<file path="src/include/adc_ctl_pkg.sv">
// Purpose: Shared constants for the converter settle and convert control.
// Assumes: 25 MHz mclk; register offsets are byte offsets on the board bus.
// Notes: Phase times are plain defaults for the analog front end fitted.
package adc_ctl_pkg;

  // ----------------------------------------------------------------
  // Register map
  // ----------------------------------------------------------------
  localparam logic [7:0] CTRL_OFF = 8'h02; // Control write, status read
  localparam logic [7:0] RESULT_OFF = 8'h04; // Conversion result, read only
  localparam logic [15:0] CTRL_RESET = 16'h0000;
  localparam logic [15:0] RESULT_RESET = 16'h0000;

  // ----------------------------------------------------------------
  // Control and status bit positions
  // ----------------------------------------------------------------
  localparam int SHORT_BIT = 15; // Control: short settling
  localparam int NEWDATA_BIT = 15; // Status: result available
  localparam int CONV_BIT = 13; // Control strobe / status busy
  localparam int TWOS_N_BIT = 12; // Control: signed coding, active low
  localparam int SETTLE_BIT = 6; // Control strobe / status busy
  localparam int SRST_BIT = 5; // Control: clear all timing
  localparam int RSVD7_BIT = 7;
  localparam int RSVD4_BIT = 4;
  localparam int CODE_W = 12;
  localparam int CHAN_W = 4;

  // ----------------------------------------------------------------
  // Phase timing
  // ----------------------------------------------------------------
  localparam int CLK_NS = 40;
  localparam int SETTLE_NS = 6000;
  localparam int SHORT_SETTLE_NS = 3000;
  localparam int CONV_NS = 8000;
  localparam int TIMER_W = 9;
  // Least times, rounded up to whole cycles
  localparam logic [TIMER_W-1:0] SETTLE_CYC =
    TIMER_W'((SETTLE_NS + CLK_NS - 1) / CLK_NS);
  localparam logic [TIMER_W-1:0] SHORT_SETTLE_CYC =
    TIMER_W'((SHORT_SETTLE_NS + CLK_NS - 1) / CLK_NS);
  localparam logic [TIMER_W-1:0] CONV_CYC =
    TIMER_W'((CONV_NS + CLK_NS - 1) / CLK_NS);

  // Settling sequencer states, Gray along idle, settle, hold
  typedef enum logic [1:0] {
    ST_IDLE = 2'b00,
    ST_SETTLE = 2'b01,
    ST_HOLD = 2'b11
  } settle_st_t;

endpackage

</file>
<file path="src/design/adc_settle_convert_control.sv">
// Purpose: Settle and convert sequencing with register readout.
// Assumes: Register port on mclk; converter code and range jumper are pins.
// Notes: Settling of a new channel may overlap a running conversion.
//
// How it works
// - Settle and convert bits act only in the write that sets them.
// - A new settle may start while the previous conversion still runs.
// - Short-settle bit selects a shorter settling count.
// - All settle and convert timing comes from internal counters.
// - Result sits at offset 04, sixteen bits, writes ignored.
// - Twelve-bit code is right-justified in the result.
// - Upper four bits are zero, or sign copies in two's complement.
// - Coding follows range jumper and active-low signed bit.
// - Status shows settle busy bit 6, convert busy 13, new data 15.
// - Strobes, mode and channel are all taken in one control write.
// - Reading the result clears the new-data flag.
// - Settle strobe is ignored while settling is busy.
// - Convert busy holds until next result; settling waits on it.
// - Channel field bits 3 to 0 picks one of sixteen inputs.
`timescale 1ns/1ns
module adc_settle_convert_control (
  input wire logic mclk,
  input wire logic resetn,
  input wire logic ce,
  input wire logic [7:0] reg_addr,
  input wire logic reg_wr,
  input wire logic reg_rd,
  input wire logic [15:0] reg_wdata,
  output logic [15:0] reg_rdata,
  input wire logic [11:0] adc_code,
  input wire logic range_bipolar,
  output logic [3:0] mux_sel,
  output logic adc_start
);

  // ----------------------------------------------------------------
  // Pin synchronisers
  // ----------------------------------------------------------------
  logic [11:0] code_s1_ff;
  logic [11:0] code_ff;
  logic bip_s1_ff;
  logic bip_ff;

  // Two flops before the converter code and jumper are used
  always_ff @(posedge mclk or negedge resetn) begin
    if (!resetn) begin
      code_s1_ff <= 12'h000;
      code_ff <= 12'h000;
      bip_s1_ff <= 1'b0;
      bip_ff <= 1'b0;
    end else if (ce) begin
      code_s1_ff <= adc_code;
      code_ff <= code_s1_ff;
      bip_s1_ff <= range_bipolar;
      bip_ff <= bip_s1_ff;
    end
  end

  // ----------------------------------------------------------------
  // Register decode
  // ----------------------------------------------------------------
  logic [15:0] ctrl_ff;
  logic [15:0] nxt_ctrl;
  logic wr_ctrl;
  logic rd_ctrl;
  logic rd_res;
  logic tim_clr;

  assign wr_ctrl = ce && reg_wr && (reg_addr == adc_ctl_pkg::CTRL_OFF);
  assign rd_ctrl = ce && reg_rd && (reg_addr == adc_ctl_pkg::CTRL_OFF);
  assign rd_res = ce && reg_rd && (reg_addr == adc_ctl_pkg::RESULT_OFF);
  // Soft reset level, taking a write in flight into account
  assign tim_clr = wr_ctrl ? reg_wdata[adc_ctl_pkg::SRST_BIT]
                           : ctrl_ff[adc_ctl_pkg::SRST_BIT];

  // Strobe and reserved bits are never stored
  always_comb begin
    nxt_ctrl = reg_wdata;
    nxt_ctrl[adc_ctl_pkg::SETTLE_BIT] = 1'b0;
    nxt_ctrl[adc_ctl_pkg::CONV_BIT] = 1'b0;
    nxt_ctrl[adc_ctl_pkg::RSVD7_BIT] = 1'b0;
    nxt_ctrl[adc_ctl_pkg::RSVD4_BIT] = 1'b0;
  end

  // Control register
  always_ff @(posedge mclk or negedge resetn) begin
    if (!resetn) begin
      ctrl_ff <= adc_ctl_pkg::CTRL_RESET;
    end else if (wr_ctrl) begin
      ctrl_ff <= nxt_ctrl;
    end
  end

  assign mux_sel = ctrl_ff[adc_ctl_pkg::CHAN_W-1:0];

  // ----------------------------------------------------------------
  // Settle sequencer and conversion timing
  // ----------------------------------------------------------------
  adc_ctl_pkg::settle_st_t st_ff;
  adc_ctl_pkg::settle_st_t nxt_st;
  logic armed_ff;
  logic nxt_armed;
  logic settle_go;
  logic conv_arm;
  logic conv_go;
  logic settle_done;
  logic conv_busy_tm;
  logic conv_done;
  logic settle_busy;
  logic conv_flag;
  logic use_short;
  logic [adc_ctl_pkg::TIMER_W-1:0] settle_cnt;

  // Strobes count only in the accepting write
  assign settle_go = wr_ctrl && reg_wdata[adc_ctl_pkg::SETTLE_BIT] &&
                     !tim_clr && (st_ff == adc_ctl_pkg::ST_IDLE);
  assign conv_arm = wr_ctrl && reg_wdata[adc_ctl_pkg::CONV_BIT] &&
                    !tim_clr;
  // Hand over to the converter only when armed and it is free
  assign conv_go = ce && !tim_clr && (st_ff == adc_ctl_pkg::ST_HOLD) &&
                   armed_ff && !conv_busy_tm;
  assign use_short = wr_ctrl ? reg_wdata[adc_ctl_pkg::SHORT_BIT]
                             : ctrl_ff[adc_ctl_pkg::SHORT_BIT];
  assign settle_cnt = use_short ? adc_ctl_pkg::SHORT_SETTLE_CYC
                                : adc_ctl_pkg::SETTLE_CYC;
  assign settle_busy = (st_ff != adc_ctl_pkg::ST_IDLE);
  assign conv_flag = armed_ff || conv_busy_tm;

  phase_timer #(
    .W(adc_ctl_pkg::TIMER_W)
  ) u_settle_tm (
    .mclk(mclk),
    .resetn(resetn),
    .ce(ce),
    .clear(tim_clr),
    .load(settle_go),
    .count(settle_cnt),
    .busy(),
    .done(settle_done)
  );

  phase_timer #(
    .W(adc_ctl_pkg::TIMER_W)
  ) u_conv_tm (
    .mclk(mclk),
    .resetn(resetn),
    .ce(ce),
    .clear(tim_clr),
    .load(conv_go),
    .count(adc_ctl_pkg::CONV_CYC),
    .busy(conv_busy_tm),
    .done(conv_done)
  );

  // Settle state, free again once the conversion is launched
  always_comb begin
    nxt_st = st_ff;
    unique case (st_ff)
      adc_ctl_pkg::ST_IDLE: begin
        if (settle_go) begin
          nxt_st = adc_ctl_pkg::ST_SETTLE;
        end
      end
      adc_ctl_pkg::ST_SETTLE: begin
        if (settle_done) begin
          nxt_st = adc_ctl_pkg::ST_HOLD;
        end
      end
      adc_ctl_pkg::ST_HOLD: begin
        if (conv_go) begin
          nxt_st = adc_ctl_pkg::ST_IDLE;
        end
      end
      default: nxt_st = adc_ctl_pkg::ST_IDLE;
    endcase
    if (tim_clr) begin
      nxt_st = adc_ctl_pkg::ST_IDLE;
    end
  end

  // A new arm wins over the launch that consumes the old one
  assign nxt_armed = tim_clr ? 1'b0 :
                     conv_arm ? 1'b1 :
                     conv_go ? 1'b0 : armed_ff;

  // Sequencer registers
  always_ff @(posedge mclk or negedge resetn) begin
    if (!resetn) begin
      st_ff <= adc_ctl_pkg::ST_IDLE;
      armed_ff <= 1'b0;
      adc_start <= 1'b0;
    end else if (ce) begin
      st_ff <= nxt_st;
      armed_ff <= nxt_armed;
      adc_start <= conv_go;
    end
  end

  // ----------------------------------------------------------------
  // Result formatting and readout
  // ----------------------------------------------------------------
  // Offset binary unless bipolar with signed coding selected
  function automatic logic [15:0] fmt_code(input logic [11:0] code,
                                           input logic bip,
                                           input logic twos_n);
    logic [11:0] t;
    t = code;
    if (bip && !twos_n) begin
      t = {~code[11], code[10:0]};
      fmt_code = {{4{t[11]}}, t};
    end else begin
      fmt_code = {4'h0, t};
    end
  endfunction

  logic [15:0] result_ff;
  logic new_data_ff;
  logic nxt_new_data;
  logic [15:0] status;
  logic [15:0] nxt_rdata;

  // New data set wins over a clearing read in the same cycle
  assign nxt_new_data = conv_done ? 1'b1 :
                        rd_res ? 1'b0 : new_data_ff;
  always_comb begin
    status = ctrl_ff;
    status[adc_ctl_pkg::NEWDATA_BIT] = new_data_ff;
    status[adc_ctl_pkg::CONV_BIT] = conv_flag;
    status[adc_ctl_pkg::SETTLE_BIT] = settle_busy;
  end
  assign nxt_rdata = rd_ctrl ? status :
                     rd_res ? result_ff : 16'h0000;

  // Result, flag and read data registers; writes to 04 go nowhere
  always_ff @(posedge mclk or negedge resetn) begin
    if (!resetn) begin
      result_ff <= adc_ctl_pkg::RESULT_RESET;
      new_data_ff <= 1'b0;
      reg_rdata <= 16'h0000;
    end else if (ce) begin
      if (conv_done) begin
        result_ff <= fmt_code(code_ff, bip_ff,
                              ctrl_ff[adc_ctl_pkg::TWOS_N_BIT]);
      end
      new_data_ff <= nxt_new_data;
      if (reg_rd) begin
        reg_rdata <= nxt_rdata;
      end
    end
  end

  // ----------------------------------------------------------------
  // Checks
  // ----------------------------------------------------------------
  settle_accept_a: assert property (
    @(posedge mclk) disable iff (!resetn)
    settle_go |=> (st_ff == adc_ctl_pkg::ST_SETTLE)
  ) else $error("settle strobe not accepted");

  settle_ignore_a: assert property (
    @(posedge mclk) disable iff (!resetn)
    (st_ff == adc_ctl_pkg::ST_HOLD) && wr_ctrl &&
    reg_wdata[adc_ctl_pkg::SETTLE_BIT] && !tim_clr && !conv_go
    |=> (st_ff == adc_ctl_pkg::ST_HOLD)
  ) else $error("settle strobe taken while busy");

  conv_flag_a: assert property (
    @(posedge mclk) disable iff (!resetn)
    conv_arm |=> conv_flag
  ) else $error("convert busy not raised");

  settle_gate_a: assert property (
    @(posedge mclk) disable iff (!resetn)
    ce && (st_ff == adc_ctl_pkg::ST_HOLD) && !armed_ff && !conv_arm &&
    !tim_clr |=> (st_ff == adc_ctl_pkg::ST_HOLD) && !adc_start
  ) else $error("settling finished without convert busy");

  short_settle_a: assert property (
    @(posedge mclk) disable iff (!resetn || !ce)
    settle_go && use_short |=> (st_ff == adc_ctl_pkg::ST_SETTLE)[*8]
    ##[1:80] (st_ff == adc_ctl_pkg::ST_HOLD)
  ) else $error("short settling too long");

  result_fmt_a: assert property (
    @(posedge mclk) disable iff (!resetn)
    conv_done && (!bip_ff || ctrl_ff[adc_ctl_pkg::TWOS_N_BIT])
    |=> (result_ff[15:12] == 4'h0) && new_data_ff
  ) else $error("binary result upper bits not zero");

  result_sign_a: assert property (
    @(posedge mclk) disable iff (!resetn)
    conv_done && bip_ff && !ctrl_ff[adc_ctl_pkg::TWOS_N_BIT]
    |=> (result_ff[15:12] == {4{~$past(code_ff[11])}})
  ) else $error("signed result not sign extended");

  read_clear_a: assert property (
    @(posedge mclk) disable iff (!resetn)
    rd_res && !conv_done |=> !new_data_ff &&
    (reg_rdata == $past(result_ff))
  ) else $error("result read left new data set");

  result_ro_a: assert property (
    @(posedge mclk) disable iff (!resetn)
    ce && reg_wr && (reg_addr == adc_ctl_pkg::RESULT_OFF) && !conv_done
    |=> $stable(result_ff)
  ) else $error("write changed the result");

  reset_idle_a: assert property (
    @(posedge mclk)
    !resetn |-> !settle_busy && !conv_flag && !new_data_ff
  ) else $error("flags set during reset");

endmodule // adc_settle_convert_control

</file>
<file path="src/design/phase_timer.sv">
// Purpose: Down counter timing one converter phase.
// Assumes: load and clear come from logic on mclk.
// Notes: done pulses in the cycle the last count elapses.
`timescale 1ns/1ns
module phase_timer #(
  parameter int W = 9
) (
  input wire logic mclk,
  input wire logic resetn,
  input wire logic ce,
  input wire logic clear,
  input wire logic load,
  input wire logic [W-1:0] count,
  output logic busy,
  output logic done
);

  logic [W-1:0] cnt_ff;
  logic [W-1:0] nxt_cnt;

  // Busy while counting, done on the final count
  assign busy = (cnt_ff != '0);
  assign done = ce && !clear && (cnt_ff == W'(1));
  assign nxt_cnt = clear ? '0 :
                   load ? count :
                   busy ? cnt_ff - W'(1) : cnt_ff;

  // Counter register
  always_ff @(posedge mclk or negedge resetn) begin
    if (!resetn) begin
      cnt_ff <= '0;
    end else if (ce) begin
      cnt_ff <= nxt_cnt;
    end
  end

endmodule // phase_timer

</file>
<file path="config.mk">
export PLATFORM = sky130hd
export DESIGN_NAME = adc_settle_convert_control
export DESIGN_NICKNAME = d
export VERILOG_FILES = /design/src/include/adc_ctl_pkg.sv /design/src/design/adc_settle_convert_control.sv /design/src/design/phase_timer.sv
export SDC_FILE = /design/constraint.sdc
export NUM_CORES = 1
export LEC_CHECK = 0
export BUFFER_PORTS_ARGS = -buffer_cell sky130_fd_sc_hd__buf_2
export CORE_UTILIZATION = 30
export CTS_BUF_LIST = sky130_fd_sc_hd__clkbuf_8 sky130_fd_sc_hd__clkbuf_16
export DETAILED_ROUTE_END_ITERATION = 12
export PLACE_DENSITY_LB_ADDON = 0.15
export SKIP_LAST_GASP = 1
export SYNTH_ARGS = -nofsm -noshare
export SYNTH_HDL_FRONTEND = slang
export SYNTH_SLANG_ARGS = --single-unit
</file>
<file path="constraint.sdc">
create_clock -name mclk -period 2.8 [get_ports mclk]
set_input_delay 0.42 -clock mclk [delete_from_list [all_inputs] [get_ports mclk]]
set_output_delay 0.42 -clock mclk [all_outputs]
set_load 0.005 [all_outputs]
</file>
==> impl_metrics.json <==
{
  "status": "finished, final reports clean",
  "critPathMaxFanout": 10,
  "cts_buffers": 9,
  "dp.cells": 580,
  "power.internal_mw": 2.24,
  "drv_cap": 0,
  "io_pins": 63,
  "cts_tree": "yes",
  "htreeDepth": 3,
  "rsz0062_at_grt": "false",
  "synth_seq_cells": 89,
  "crit_family": "simple AND/OR/NAND/NOR gates",
  "syn_nets": 398,
  "initial_utilization_pct": 30.8,
  "syn_inst": 349,
  "dpl.hpwl_um": 7020,
  "cp_slowest_stage_delay_ps": 520,
  "yosysTopAreaCellShare_pct": 52.2,
  "routabilityCongestion": 0.769,
  "finish.utilization_pct": 36.5,
  "tns_ps": 0,
  "grt-ovfl-total": 0,
  "ys_types": 64,
  "nets": 460,
  "timing.critical_path.buf_inv": 1,
  "clkLatencyLatePin_ps": 340,
  "setup_slack_ps": 406,
  "drc": 0,
  "dr_total_vias": 3036,
  "area_growth_syn_to_layout_pct": 18.5,
  "p_sw_mw": 0.910,
  "synth_warnings": 0,
  "die_h_um": 121,
  "avgSynthCellArea_um2": 12.2,
  "final.fill_count": 1374,
  "period_needed_ps": 2390,
  "finalHoldViolations": 0,
  "netlist_area_mm2": 0.00427,
  "wirelength_um": 9850,
  "worstSetupPathType": "reg -> reg",
  "cp-start-kind": "flop",
  "clkPwrFrac_pct": 37.2,
  "swShare_pct": 28.9,
  "power_frac_seq_pct": 45.6,
  "n_antenna_cell": 0,
  "irDropWorstVdd_mv": 0.329,
  "grt_pass1_wl_um": 16100,
  "die-area_mm2": 0.0147,
  "vias_per_cell": 5.09,
  "cp.required_ps": 3030,
  "ys_seq_area_share_pct": 52.2,
  "clkSinkCount": 89,
  "startpoint": "u_conv_tm.cnt_ff[0]",
  "grt_usage_pct": 14.5,
  "synth.area.top_cells": "dfrtp_1 (52%), mux2_2 (11%), mux2_4 (3.2%)",
  "p_leak_nw": 2.41,
  "skew_ps": 7.21,
  "combPwrFrac_pct": 17.2,
  "core_region_area_mm2": 0.0139,
  "max_freq_mhz": 418,
  "power.density_mw_per_mm2": 622,
  "preCtsSetupSlack_ps": 327,
  "drt_iter0_drc": 163,
  "grt_max_degree": 50,
  "reg2reg_from": "u_conv_tm.cnt_ff[0]",
  "cts-root-buf": "clkbuf_16",
  "wire_per_inst_um": 16.5,
  "slew_headroom_pct": 62.3,
  "dpl_cell_area_mm2": 0.00478,
  "setup_viol": 0,
  "antenna_found_initial": 0,
  "yosysTopAreaCell": "dfrtp_1",
  "die_x_um": 121,
  "synth-edff-count": 0,
  "drive_above_1_share_pct": 37.5,
  "fin_area_mm2": 0.00506,
  "async_reset_ff_share_pct": 100,
  "maxSlewViolCount": 0,
  "hold_buffers": 0,
  "final_cells": 596,
  "fp-row-count": 43,
  "cp.arrival_ps": 2630,
  "clockBufferDepth": 2,
  "rrSetupSlack_ps": 410,
  "period_share_pct": 85.5,
  "holdCritPathClass": "in -> async",
  "ant_nets": 0,
  "grt_pass1_vias": 3075,
  "crit_chain": "inv_1, ha_1, or3b_2, or3_1, and3b_1, o21a_1, o22a_1",
  "synthFlopType": "dfrtp_1",
  "slowest_stage": "or3_1",
  "cts_setup_buffers": 0,
  "io_buffers": 60,
  "crit_path_end_kind": "flop",
  "clkTransAtPathRegs_ps": 70,
  "worst_pin_slew_ps": 565,
  "dr.pass1.iters": 4,
  "cts_resized": 0
}
## kinds of logic (layout without fill, tap and decap cells)
logic type / Yosys count / count (layout) / share of synthesized area, %
AOI/OAI and AO/OA: 80 / 80 / 14.1
adders and majority gates: 7 / 7 / 2.05
buffers and inverters: 32 / 99 / 3.78
DFF: 89 / 89 / 52.2
muxes: 53 / 53 / 14.7
and+or+nand+nor: 88 / 88 / 13.3
## cell usage after synthesis (7+ instances only)
cell type   n
mux2_4      9
mux2_2     40
nand2_1    18
a221o_1     9
ha_1        7
dfrtp_1    89
o21ai_0    13
nor2_1     14
a21oi_1    12
inv_1      11
clkbuf_1    8
and3_1     10
## flip-flops by register name, indices dropped and copies added, names as in the netlist, 2 cells and up
register,cells
result_ff,13
u_settle_tm.cnt_ff,9
code_ff,12
st_ff,2
ctrl_ff,11
reg_rdata,16
code_s1_ff,12
u_conv_tm.cnt_ff,9
## power groups by stage
stage | sequential (mW) | clock [mW] | combinational (mW)
floorplan | 1.44 | 0 | 0.403
global placement | 1.46 | 0 | 0.535
detailed placement | 1.46 | 0 | 0.546
CTS | 1.44 | 1.21 | 0.548
global route | 1.45 | 1.26 | 0.601
finish | 1.44 | 1.17 | 0.540
## cells in the final DEF, fill, tap and decap left out, types with 6 or more instances in the layout
master and instances:
nor2_1 14, inv_1 11, dfrtp_1 89, ha_1 7
and3_1 10, mux2_4 9, buf_4 11, a31oi_1 6
a21o_1 6, buf_2 59, a21oi_1 12, a221o_1 9
o21ai_0 13, clkbuf_16 9, nand2_1 18, mux2_2 40
## stage by stage
stage               hold WS [ps]  power (mW)
global route                99.1        3.31
finish                      62.1        3.15
global placement             457        1.99
CTS                         76.4        3.20
floorplan                    124        1.84
detailed placement           447        2.01
## layout make-up
type	count	area [µm²]	share of cell area [%]
flip-flops and latches	89	2230	44.0
well taps	180	225	4.45
inverters	12	45.0	0.890
repair buffers	71	398	7.86
multi-input cells	228	1880	37.2
clock buffers	9	225	4.45
clock inverters	7	58.8	1.16
## worst register-to-register path: stages, from the launching register on
cell and delay, ps:
dfrtp_1 400, inv_1 110, ha_1 180, or3b_2 500, or3_1 520, and3b_1 240, o21a_1 160, o22a_1 160
## worst paths after layout
check / end / cells after the start
max reg2reg: u_conv_tm.cnt_ff[3] / 7
max in group asynchronous: code_s1_ff[4] / 2
min: reg_rdata[14] / 1
min in group mclk: code_s1_ff[5] / 2
min reg2reg: reg_rdata[14] / 2
max: u_conv_tm.cnt_ff[3] / 7
## per-layer routing
metal / track usage, % / part of all wire (%) / vias to the layer above
met3: 3.15 / 3.7 / 17
met4: 6.87 / 2.4 / 0
li1: - / - / 1431
met1: 18.2 / 45 / 1534
met5: 0 / 0 / -
met2: 23.5 / 49 / 54
No activity file was read; power rests on OpenSTA's default activity.
